## src/rtl/pcstk_pkg.sv

```systemverilog
`default_nettype none
package pcstk_pkg;
   localparam logic [11:0] IDX_FLAGS_COPY = 12'hFE4;
   localparam logic [11:0] IDX_ACCUM_COPY = 12'hFE5;
   localparam logic [11:0] IDX_BANK_COPY = 12'hFE6;
   localparam logic [11:0] IDX_LATCH_COPY = 12'hFE7;
   localparam logic [11:0] IDX_PTR0L_COPY = 12'hFE8;
   localparam logic [11:0] IDX_PTR0H_COPY = 12'hFE9;
   localparam logic [11:0] IDX_PTR1L_COPY = 12'hFEA;
   localparam logic [11:0] IDX_PTR1H_COPY = 12'hFEB;
   localparam logic [11:0] IDX_UNUSED = 12'hFEC;
   localparam logic [11:0] IDX_STACK_INDEX = 12'hFED;
   localparam logic [11:0] IDX_TOS_LOW = 12'hFEE;
   localparam logic [11:0] IDX_TOS_HIGH = 12'hFEF;
   localparam logic [11:0] IDX_PC_LOW = 12'hFF0;
   localparam logic [11:0] IDX_PC_LATCH = 12'hFF1;
   localparam logic [11:0] IDX_POWER_CTRL = 12'hFF2;
   localparam logic [11:0] IDX_STACK_CFG = 12'hFF3;
   localparam logic [4:0] STACK_EMPTY = 5'h1F;
   localparam logic [4:0] STACK_FIRST = 5'h00;
   localparam logic [4:0] STACK_LAST = 5'h0F;
   localparam logic [14:0] PC_RESET = 15'h0000;
   localparam logic [6:0] LATCH_RESET = 7'h00;
   localparam logic [1:0] PWR_RESET = 2'h0;
   localparam logic CFG_RESET = 1'b0;
   localparam int POS_OVF = 0;
   localparam int POS_UNF = 1;
   localparam logic [15:0] TRAD_LAST = 16'h0FFF;
   localparam logic [15:0] LIN_BASE = 16'h2000;
   localparam logic [15:0] LIN_LAST = 16'h29AF;
   localparam logic [11:0] GPR_LEN = 12'h050;
   localparam logic [6:0] GPR_BASE = 7'h20;
   localparam logic [6:0] WINDOW0 = 7'h00;
   localparam logic [6:0] WINDOW1 = 7'h01;
   localparam logic [4:0] LIN_BANKS_IMPL = 5'h08;
   localparam logic [1:0] RESP_OKAY = 2'h0;
   localparam logic [1:0] RESP_DECERR = 2'h3;
   typedef enum logic [3:0] {
      OP_NONE, OP_STEP, OP_WRITE_LOW, OP_CALL, OP_CALL_VIA_ACCUM, OP_BRW, OP_BRA,
      OP_VECTOR, OP_RETURN, OP_RETURN_WITH_LITERAL, OP_RETURN_FROM_INTERRUPT
   } pc_op_t;
   typedef enum logic {IND_IDLE, IND_FLASH} ind_state_t;
   typedef struct packed {
      logic [7:0] flags;
      logic [7:0] accum;
      logic [7:0] bank;
      logic [7:0] latch;
      logic [15:0] ptr0;
      logic [15:0] ptr1;
   } ctx_t;
   typedef struct packed {
      logic valid;
      logic write;
      logic [15:0] addr;
      logic [7:0] wdata;
   } ind_req_t;
   localparam ctx_t CTX_RESET = '0;
endpackage
`default_nettype wire

```

## src/rtl/pc_stack_indirect_addressing.sv

```systemverilog
// What this block does
// - Keeps a 15-bit program counter; low byte readable, upper seven from high latch.
// - Every reset clears the whole program counter.
// - Writing the low byte loads the upper seven bits from the latch together.
// - Direct call takes eleven operand bits; top four bits come from latch bits 6:3.
// - Accumulator call loads low byte from accumulator and high bits from latch.
// - Accumulator branch sets counter to counter plus one plus unsigned accumulator.
// - Operand branch adds one plus sign-extended operand; page crossing allowed.
// - Return stack has sixteen 15-bit entries outside program and data spaces.
// - Calls and vectoring push, returns pop; only return from interrupt touches the high latch, restoring it.
// - With fault reset off the stack is circular; extra pushes overwrite oldest.
// - Overflow and underflow flags are set whether or not fault reset is on.
// - A 5-bit stack index positions a read/write top-of-stack register pair.
// - Push increments index then stores; pop reloads counter then decrements.
// - Index 0x1F means empty, holds after reset, and returns after last pop.
// - With fault reset on, overflow or underflow resets and records the flag.
// - Window access through a pointer to a window reads zero and never writes.
// - Pointer addresses 0x000 to 0xFFF map straight onto banked data memory.
// - Pointer 0x2000 to 0x29AF walks the 80-byte RAM blocks bank after bank.
// - Unimplemented locations in the linear RAM region read 0x00.
// - Pointer top bit set selects flash; low eight bits returned, writes ignored.
// - Flash access through the window takes one extra cycle.
`default_nettype none
module pc_stack_indirect_addressing (
   input wire logic aclk,
   input wire logic aresetn,
   input wire pcstk_pkg::pc_op_t op,
   input wire logic [14:0] op_arg,
   input wire logic [7:0] accum,
   input wire logic latch_we,
   input wire logic [7:0] latch_wdata,
   input wire pcstk_pkg::ctx_t ctx_in,
   output logic [14:0] pc,
   output logic [6:0] pc_high_latch,
   output var pcstk_pkg::ctx_t ctx_out,
   output logic ctx_restore,
   output logic stack_fault_reset,
   input wire pcstk_pkg::ind_req_t ind_req,
   output logic ind_ready,
   output logic ind_done,
   output logic [7:0] ind_rdata,
   output logic [11:0] mem_addr,
   output logic mem_we,
   output logic [7:0] mem_wdata,
   input wire logic [7:0] mem_rdata,
   output logic [14:0] flash_addr,
   input wire logic [13:0] flash_rdata,
   input wire logic [15:0] awaddr,
   input wire logic [2:0] awprot,
   input wire logic awvalid,
   output logic awready,
   input wire logic [31:0] wdata,
   input wire logic [3:0] wstrb,
   input wire logic wvalid,
   output logic wready,
   output logic [1:0] bresp,
   output logic bvalid,
   input wire logic bready,
   input wire logic [15:0] araddr,
   input wire logic [2:0] arprot,
   input wire logic arvalid,
   output logic arready,
   output logic [31:0] rdata,
   output logic [1:0] rresp,
   output logic rvalid,
   input wire logic rready
);
   import pcstk_pkg::*;

   logic [14:0] pc_q, pc_d;
   logic [6:0] latch_q, latch_d;
   logic [4:0] idx_q, idx_d;
   logic [14:0] stack_q [16];
   logic [1:0] pwr_q, pwr_d;
   logic opt_q;
   ctx_t ctx_q, ctx_d;
   logic restore_q, fault_q;
   logic aw_hold_q, w_hold_q, bvalid_q, rvalid_q;
   logic [15:0] awaddr_q;
   logic [7:0] wbyte_q;
   logic lane0_q;
   logic [1:0] bresp_q, rresp_q;
   logic [31:0] rdata_q, rd_word;
   ind_state_t ind_state_q;
   logic ind_done_q, flash_wr_q;
   logic [7:0] ind_rdata_q;
   logic [14:0] flash_addr_q;

   function automatic logic is_mapped(input logic [15:0] a);
      logic [11:0] i;
      i = a[13:2];
      return (a[15:14] == 2'h0) && (i >= IDX_FLAGS_COPY) && (i <= IDX_STACK_CFG)
         && (i != IDX_UNUSED);
   endfunction

   // Register bus: write address and data are held until both have arrived
   wire aw_take = awvalid && awready;
   wire w_take = wvalid && wready;
   wire ar_take = arvalid && arready;
   wire do_write = aw_hold_q && w_hold_q && !bvalid_q;
   wire wr_ok = do_write && lane0_q && is_mapped(awaddr_q);
   wire [11:0] widx = awaddr_q[13:2];
   wire wr_ctx = wr_ok && (op != OP_VECTOR);
   assign awready = !aw_hold_q;
   assign wready = !w_hold_q;
   assign arready = !rvalid_q;
   assign bvalid = bvalid_q;
   assign bresp = bresp_q;
   assign rvalid = rvalid_q;
   assign rresp = rresp_q;
   assign rdata = rdata_q;

   // Stack events; the core owns the stack in any cycle it pushes or pops
   wire push = (op == OP_CALL) || (op == OP_CALL_VIA_ACCUM) || (op == OP_VECTOR);
   wire pop = (op == OP_RETURN) || (op == OP_RETURN_WITH_LITERAL) || (op == OP_RETURN_FROM_INTERRUPT);
   wire ovf = push && (idx_q == STACK_LAST);
   wire unf = pop && (idx_q == STACK_EMPTY);
   wire fault = (ovf || unf) && opt_q;
   wire [4:0] push_idx = (idx_q == STACK_EMPTY) ? STACK_FIRST
      : {1'b0, 4'(idx_q[3:0] + 4'h1)};
   wire [4:0] pop_idx = (idx_q == STACK_FIRST) ? STACK_EMPTY
      : unf ? STACK_LAST : 5'(idx_q - 5'h01);
   wire [14:0] tos_word = stack_q[idx_q[3:0]];
   wire [14:0] pc_inc = 15'(pc_q + 15'h0001);
   wire [14:0] ret_addr = (op == OP_VECTOR) ? pc_q : pc_inc;
   wire [14:0] bra_ofs = {{6{op_arg[8]}}, op_arg[8:0]};
   wire tos_lo_wr = wr_ok && (widx == IDX_TOS_LOW) && !push && !pop;
   wire tos_hi_wr = wr_ok && (widx == IDX_TOS_HIGH) && !push && !pop;

   always_comb begin
      pc_d = pc_q;
      case (op)
         OP_STEP: pc_d = pc_inc;
         OP_WRITE_LOW: pc_d = {latch_q, op_arg[7:0]};
         OP_CALL: pc_d = {latch_q[6:3], op_arg[10:0]};
         OP_CALL_VIA_ACCUM: pc_d = {latch_q, accum};
         OP_BRW: pc_d = 15'(pc_inc + {7'h00, accum});
         OP_BRA: pc_d = 15'(pc_inc + bra_ofs);
         OP_VECTOR: pc_d = op_arg;
         OP_RETURN, OP_RETURN_WITH_LITERAL, OP_RETURN_FROM_INTERRUPT: pc_d = tos_word;
         OP_NONE: begin
            if (wr_ok && (widx == IDX_PC_LOW)) begin
               pc_d = {latch_q, wbyte_q};
            end
         end
         default: pc_d = pc_q;
      endcase
      if (fault) begin
         pc_d = PC_RESET;
      end
   end

   always_comb begin
      idx_d = idx_q;
      if (push) begin
         idx_d = push_idx;
      end else if (pop) begin
         idx_d = pop_idx;
      end else if (wr_ok && (widx == IDX_STACK_INDEX)) begin
         idx_d = wbyte_q[4:0];
      end
      if (fault) begin
         idx_d = STACK_EMPTY;
      end
   end

   // Latch only moves on explicit writes or context restore, never on a push or a plain return
   always_comb begin
      latch_d = latch_q;
      if (op == OP_RETURN_FROM_INTERRUPT) begin
         latch_d = ctx_q.latch[6:0];
      end else if (latch_we) begin
         latch_d = latch_wdata[6:0];
      end else if (wr_ok && (widx == IDX_PC_LATCH)) begin
         latch_d = wbyte_q[6:0];
      end
   end

   // Write zero to clear; a fault in the same cycle wins over the clear
   always_comb begin
      pwr_d = pwr_q;
      if (wr_ok && (widx == IDX_POWER_CTRL)) begin
         pwr_d = pwr_q & wbyte_q[1:0];
      end
      if (ovf) begin
         pwr_d[POS_OVF] = 1'b1;
      end
      if (unf) begin
         pwr_d[POS_UNF] = 1'b1;
      end
   end

   always_comb begin
      ctx_d = ctx_q;
      if (op == OP_VECTOR) begin
         ctx_d = ctx_in;
         ctx_d.latch = {1'b0, latch_q};
      end else if (wr_ctx) begin
         case (widx)
            IDX_FLAGS_COPY: ctx_d.flags = wbyte_q;
            IDX_ACCUM_COPY: ctx_d.accum = wbyte_q;
            IDX_BANK_COPY: ctx_d.bank = wbyte_q;
            IDX_LATCH_COPY: ctx_d.latch = wbyte_q;
            IDX_PTR0L_COPY: ctx_d.ptr0[7:0] = wbyte_q;
            IDX_PTR0H_COPY: ctx_d.ptr0[15:8] = wbyte_q;
            IDX_PTR1L_COPY: ctx_d.ptr1[7:0] = wbyte_q;
            IDX_PTR1H_COPY: ctx_d.ptr1[15:8] = wbyte_q;
            default: ctx_d = ctx_q;
         endcase
      end
   end

   always_ff @(posedge aclk) begin
      if (!aresetn) begin
         pc_q <= PC_RESET;
         latch_q <= LATCH_RESET;
         idx_q <= STACK_EMPTY;
         pwr_q <= PWR_RESET;
         opt_q <= CFG_RESET;
         ctx_q <= CTX_RESET;
         restore_q <= 1'b0;
         fault_q <= 1'b0;
      end else begin
         pc_q <= pc_d;
         latch_q <= latch_d;
         idx_q <= idx_d;
         pwr_q <= pwr_d;
         ctx_q <= ctx_d;
         restore_q <= (op == OP_RETURN_FROM_INTERRUPT);
         fault_q <= fault;
         if (wr_ok && (widx == IDX_STACK_CFG)) begin
            opt_q <= wbyte_q[0];
         end
      end
   end

   // Entries are not reset: their content is undefined until first pushed
   for (genvar i = 0; i < 16; i++) begin : g_entry
      wire push_here = push && !fault && (push_idx[3:0] == 4'(i));
      wire sel_here = (idx_q[3:0] == 4'(i));
      always_ff @(posedge aclk) begin
         if (push_here) begin
            stack_q[i] <= ret_addr;
         end else if (tos_lo_wr && sel_here) begin
            stack_q[i][7:0] <= wbyte_q;
         end else if (tos_hi_wr && sel_here) begin
            stack_q[i][14:8] <= wbyte_q[6:0];
         end
      end
   end

   assign pc = pc_q;
   assign pc_high_latch = latch_q;
   assign ctx_out = ctx_q;
   assign ctx_restore = restore_q;
   assign stack_fault_reset = fault_q;

   always_comb begin
      rd_word = 32'h0000_0000;
      case (araddr[13:2])
         IDX_FLAGS_COPY: rd_word[7:0] = ctx_q.flags;
         IDX_ACCUM_COPY: rd_word[7:0] = ctx_q.accum;
         IDX_BANK_COPY: rd_word[7:0] = ctx_q.bank;
         IDX_LATCH_COPY: rd_word[7:0] = ctx_q.latch;
         IDX_PTR0L_COPY: rd_word[7:0] = ctx_q.ptr0[7:0];
         IDX_PTR0H_COPY: rd_word[7:0] = ctx_q.ptr0[15:8];
         IDX_PTR1L_COPY: rd_word[7:0] = ctx_q.ptr1[7:0];
         IDX_PTR1H_COPY: rd_word[7:0] = ctx_q.ptr1[15:8];
         IDX_STACK_INDEX: rd_word[4:0] = idx_q;
         IDX_TOS_LOW: rd_word[7:0] = tos_word[7:0];
         IDX_TOS_HIGH: rd_word[6:0] = tos_word[14:8];
         IDX_PC_LOW: rd_word[7:0] = pc_q[7:0];
         IDX_PC_LATCH: rd_word[6:0] = latch_q;
         IDX_POWER_CTRL: rd_word[1:0] = pwr_q;
         IDX_STACK_CFG: rd_word[0] = opt_q;
         default: rd_word = 32'h0000_0000;
      endcase
   end

   always_ff @(posedge aclk) begin
      if (!aresetn) begin
         aw_hold_q <= 1'b0;
         w_hold_q <= 1'b0;
         bvalid_q <= 1'b0;
         rvalid_q <= 1'b0;
         awaddr_q <= 16'h0000;
         wbyte_q <= 8'h00;
         lane0_q <= 1'b0;
         bresp_q <= RESP_OKAY;
         rresp_q <= RESP_OKAY;
         rdata_q <= 32'h0000_0000;
      end else begin
         if (aw_take) begin
            aw_hold_q <= 1'b1;
            awaddr_q <= awaddr;
         end
         if (w_take) begin
            w_hold_q <= 1'b1;
            wbyte_q <= wdata[7:0];
            lane0_q <= wstrb[0];
         end
         if (do_write) begin
            aw_hold_q <= 1'b0;
            w_hold_q <= 1'b0;
            bvalid_q <= 1'b1;
            bresp_q <= is_mapped(awaddr_q) ? RESP_OKAY : RESP_DECERR;
         end else if (bready) begin
            bvalid_q <= 1'b0;
         end
         if (ar_take) begin
            rvalid_q <= 1'b1;
            rdata_q <= is_mapped(araddr) ? rd_word : 32'h0000_0000;
            rresp_q <= is_mapped(araddr) ? RESP_OKAY : RESP_DECERR;
         end else if (rready) begin
            rvalid_q <= 1'b0;
         end
      end
   end

   // Indirect window: data memory answers in the taking cycle, flash one cycle later
   wire [15:0] ia = ind_req.addr;
   wire in_flash = ia[15];
   wire in_trad = (ia <= TRAD_LAST);
   wire in_lin = (ia >= LIN_BASE) && (ia <= LIN_LAST);
   wire [11:0] lin_off = 12'(ia - LIN_BASE);
   wire [4:0] lin_bank = 5'(lin_off / GPR_LEN);
   wire [6:0] lin_col = 7'(lin_off - 12'(12'(lin_bank) * GPR_LEN));
   wire lin_impl = in_lin && (lin_bank < LIN_BANKS_IMPL);
   wire self_win = in_trad && ((ia[6:0] == WINDOW0) || (ia[6:0] == WINDOW1));
   wire mem_ok = (in_trad && !self_win) || lin_impl;
   wire ind_take = ind_req.valid && ind_ready;
   assign ind_ready = (ind_state_q == IND_IDLE);
   assign mem_addr = in_lin ? {lin_bank, 7'(GPR_BASE + lin_col)} : ia[11:0];
   assign mem_we = ind_take && ind_req.write && mem_ok;
   assign mem_wdata = ind_req.wdata;
   assign flash_addr = flash_addr_q;
   assign ind_done = ind_done_q;
   assign ind_rdata = ind_rdata_q;

   always_ff @(posedge aclk) begin
      if (!aresetn) begin
         ind_state_q <= IND_IDLE;
         ind_done_q <= 1'b0;
         ind_rdata_q <= 8'h00;
         flash_wr_q <= 1'b0;
         flash_addr_q <= 15'h0000;
      end else begin
         ind_done_q <= 1'b0;
         case (ind_state_q)
            IND_IDLE: begin
               if (ind_take && in_flash) begin
                  ind_state_q <= IND_FLASH;
                  flash_addr_q <= ia[14:0];
                  flash_wr_q <= ind_req.write;
               end else if (ind_take) begin
                  ind_done_q <= 1'b1;
                  ind_rdata_q <= (mem_ok && !ind_req.write) ? mem_rdata : 8'h00;
               end
            end
            IND_FLASH: begin
               ind_state_q <= IND_IDLE;
               ind_done_q <= 1'b1;
               ind_rdata_q <= flash_wr_q ? 8'h00 : flash_rdata[7:0];
            end
            default: ind_state_q <= IND_IDLE;
         endcase
      end
   end
endmodule
`default_nettype wire

```

## config.mk

```make
export PLATFORM = sky130hd
export DESIGN_NAME = pc_stack_indirect_addressing
export DESIGN_NICKNAME = d
export VERILOG_FILES = /design/src/rtl/pcstk_pkg.sv /design/src/rtl/pc_stack_indirect_addressing.sv
export SDC_FILE = /design/constraint.sdc
export NUM_CORES = 1
export LEC_CHECK = 0
export ABC_AREA = 1
export ABC_CLOCK_PERIOD_IN_PS = 5300
export BUFFER_PORTS_ARGS = -buffer_cell sky130_fd_sc_hd__buf_2
export CORE_ASPECT_RATIO = 1.2
export CORE_MARGIN = 5
export CORE_UTILIZATION = 35
export CTS_CLUSTER_SIZE = 10
export DETAILED_ROUTE_END_ITERATION = 7
export GPL_TIMING_DRIVEN = 1
export MAX_ROUTING_LAYER = met4
export PLACE_DENSITY_LB_ADDON = 0.05
export SLEW_MARGIN = 10
export SYNTH_ARGS = -nofsm -noshare
export SYNTH_HDL_FRONTEND = slang
export SYNTH_SLANG_ARGS = --single-unit
```

## constraint.sdc

```tcl
create_clock -name aclk -period 5.3 [get_ports aclk]
set_input_delay 0.265 -clock aclk [delete_from_list [all_inputs] [get_ports aclk]]
set_output_delay 0.265 -clock aclk [all_outputs]
set_load 0.02 [all_outputs]
```

==> impl_metrics.env <==
export IMPL_drc=0
export IMPL_status="completed"
export IMPL_synthFlopType="edfxtp_1"
export IMPL_root_buffer="clkbuf_16"
export IMPL_min_delay_path_depth=3
export IMPL_coreArea_um2=65730
export IMPL_synth_cells=2953
export IMPL_power_density_nw_per_um2=307.4
export IMPL_path_common_cell="nand2_2"
export IMPL_wl_um=95160
export IMPL_avgSynthCellArea_um2=7.838
export IMPL_wl_per_cell_um=22.74
export IMPL_synth_area_leaders="edfxtp_1, dfxtp_1, nand2_1"
export IMPL_p_clk_frac=0.368
export IMPL_placed_cell_area_um2=25400
export IMPL_clkLatencyLatePin_ns=0.61
export IMPL_clockBufferDepth=3
export IMPL_vias_per_cell=5.306
export IMPL_grt_pass1_wl_um=139800
export IMPL_netlist_area_um2=23140
export IMPL_start_kind="primary input"
export IMPL_ys_ff_latch=403
export IMPL_num_nets_final=3555
export IMPL_p_leak_nw=12.11
export IMPL_drt_iter0_markers=1804
export IMPL_min_period_over_period=0.9377
export IMPL_period_needed_ns=4.970
export IMPL_hold_viol_final=0
export IMPL_finalSetupViolations=0
export IMPL_fmax_ghz=0.2012
export IMPL_slew_headroom=0.2543
export IMPL_intPower_w=0.005852
export IMPL_hpwl_um=69520
export IMPL_place_inst=3982
export IMPL_swShare=0.3202
export IMPL_drv_cap=0
export IMPL_drive_gt1_frac=0.1531
export IMPL_min_path_type="in2reg"
export IMPL_crit_path_max_incr_delay_ns=0.31
export IMPL_reg2reg_from="pc[2]"
export IMPL_critPathSlowestCell="ha_1"
export IMPL_hold_end="wbyte_q[2]"
export IMPL_tightest_slew_ns=1.117
export IMPL_drv_slew=0
export IMPL_die_w_um=244.7
export IMPL_async_flop_share=0
export IMPL_antenna_left=0
export IMPL_start_util=0.3521
export IMPL_crit_path_end_kind="output port"
export IMPL_fillers=6682
export IMPL_numCtsBuffers=49
export IMPL_grt_antenna_before_repair=11
export IMPL_cts_max_level=2
export IMPL_place_congestion=0.9505
export IMPL_cts_tree="done"
export IMPL_crit_arrival_ns=4.71
export IMPL_final_cells=4185
export IMPL_clock_sink_count=403
export IMPL_synth_edff_count=240
export IMPL_p_comb_frac=0.215
export IMPL_final_area_um2=28000
export IMPL_globalRouteTotalUtil=0.2630
export IMPL_p_sw_w=0.002756
export IMPL_yosys_warnings=0
export IMPL_overflow=0
export IMPL_grt_pass1_vias=21791
export IMPL_worstHoldStart="wdata[2]"
export IMPL_ys_seq_area_frac=0.4524
export IMPL_r2r_setup_slack_ns=1.39
export IMPL_dieArea_um2=71390
export IMPL_cp_max_fo=7
export IMPL_fin_skew_ns=0.02621
export IMPL_clk_pin_slew_ns=0.06
export IMPL_ys_types=59
export IMPL_ir_drop_v=0.0002064
export IMPL_die_h_um=291.7
export IMPL_vias=22207
export IMPL_port_buffers=311
export IMPL_rr_worst_depth=26
export IMPL_firstDrtPassIters=6
export IMPL_worstPathRequired_ns=5.04
export IMPL_syn2layout_area_growth_pct=20.99
export IMPL_grt_max_degree=74
export IMPL_pwr_share_seq=0.417
export IMPL_pin_count=404
export IMPL_yosysTopAreaCellShare=0.3114
export IMPL_fin_util=0.4261
export IMPL_r2r_end="pc[14]"
export IMPL_yosysTopAreaCell="edfxtp_1"
export IMPL_rows=103
export IMPL_critical_path_class="in2out"
[synth_stat cells, drive strengths merged, types with 2 or more instances]
library cell	instances
nand3b	2
xnor2	5
inv	339
o21bai	2
mux2i	60
o311ai	9
clkinv	7
a22oi	18
nor2	197
buf	56
a31oi	15
o21ai	473
o2111ai	5
ha	30
a21oi	162
or2	2
o211ai	96
nor3	15
a221oi	34
a211oi	2
o221ai	14
a2111oi	3
o22ai	11
xor2	19
dfxtp	163
mux2	4
edfxtp	240
nor4	11
nand4	15
o31ai	5
a22o	8
nand3	94
clkbuf	146
nand2	682
[flip-flops by register name (all words and copies together), names as in the netlist, 2 cells and up, named ones only]
| name | flops |
|---|---|
| awaddr_q | 14 |
| ctx_out | 64 |
| flash_addr | 15 |
| idx_q | 5 |
| ind_rdata | 8 |
| pc | 15 |
| pc_high_latch | 7 |
| pwr_q | 2 |
| rdata | 8 |
| stack_q | 240 |
| wbyte_q | 8 |
[layout by cell type, fill, tap and decap left out, types with 6 or more instances in the layout]
master         instances
nand2_1              654
o21ai_0              455
inv_1                329
buf_2                308
edfxtp_1             240
nor2_1               187
dfxtp_1              161
a21oi_1              159
dlygate4sd3_1         99
o211ai_1              96
nand3_1               85
buf_4                 61
mux2i_1               60
clkbuf_16             49
a221oi_1              34
ha_1                  29
clkbuf_1              26
conb_1                24
nand2_2               19
a22oi_1               18
xor2_1                17
nand4_1               15
o21ai_1               15
a31oi_1               15
nor3_1                15
o221ai_1              14
diode_2               13
o22ai_1               11
inv_2                 10
nor4_1                 9
o311ai_0               9
nand3_2                8
a22o_1                 8
nand2_4                7
clkinv_1               7
clkinv_2               6
[worst max path at each step]
| stage | startpoint | endpoint | depth (start not counted) | slack [ns] |
|---|---|---|---|---|
| floorplan | ind_req[10] | mem_addr[6] | 34 | 0.90 |
| global placement | ind_req[10] | mem_addr[6] | 38 | 0.16 |
| detailed placement | ind_req[10] | mem_addr[6] | 36 | 0.06 |
| CTS | ind_req[10] | mem_addr[6] | 36 | 0.03 |
| global route | ind_req[10] | mem_addr[6] | 42 | -0.04 |
| finish | ind_req[11] | mem_addr[6] | 40 | 0.33 |
[layer usage]
layer  GRT usage  routed length, µm  vias to the layer above
met1      0.3187              38660                    10401
met3     0.04742               6331                      194
met4      0.1092               4543                        0
met5           -                  0                        -
li1            -                  -                    10732
met2      0.4338              45630                      880
[worst max-delay path, delay by kind of cell]
family          cells  cell delay (ns)
fa+ha+maj           3             0.71
xor+xnor            2             0.31
simple gates       25             2.33
compound gates      2             0.38
buf+inv             8             0.70
[power by group through the flow]
stage,clock (W),combinational [W],sequential (W)
floorplan,0,0.00110,0.00363
global placement,0,0.00170,0.00365
detailed placement,0,0.00172,0.00365
CTS,0.00324,0.00179,0.00359
global route,0.00335,0.00204,0.00360
finish,0.00317,0.00185,0.00359
[kinds of logic after synthesis]
family / Yosys count / synth area share
xor+xnor: 24 / 0.009406
buf+inv: 548 / 0.09488
flops: 403 / 0.4524
simple gates: 1020 / 0.1836
fa+ha+maj: 31 / 0.01708
compound gates: 862 / 0.2146
other cells: 1 / 0.0001620
mux: 64 / 0.02789
[stage by stage]
| stage | setup TNS [ns] | total power (W) | worst slack (ns) | hold WS, ns |
|---|---|---|---|---|
| final | 0 | 0.008607 | 0.3300 | 0.02370 |
| after global routing | -0.04465 | 0.008983 | -0.04465 | 0.03472 |
| after global placement | 0 | 0.005353 | 0.1589 | 0.4304 |
| after CTS | 0 | 0.008614 | 0.03404 | 0.0004020 |
| after floorplan | 0 | 0.004733 | 0.8984 | 0.3999 |
| after detailed placement | 0 | 0.005376 | 0.06371 | 0.4344 |
[area by class of cell]
class | instances | area (µm²) | area share
multi-input combinational | 2025 | 10680 | 0.3813
tap | 840 | 1051 | 0.03753
inverter | 346 | 1299 | 0.04638
timing repair buffer | 470 | 3018 | 0.1078
clock buffer | 79 | 1379 | 0.04924
antenna | 13 | 32.53 | 0.001162
clock inverter | 9 | 71.32 | 0.002547
sequential | 403 | 10480 | 0.3741
[timing repair]
action | 4_1_cts | 5_1_grt
setup endpoints to repair | 0 | 1
hold buffers | 99 | 0
buffers inserted | 0 | 3
endpoints found under the hold margin | 91 | 0
gates resized for setup | 0 | 26
Power figures use the tool's default switching activity.
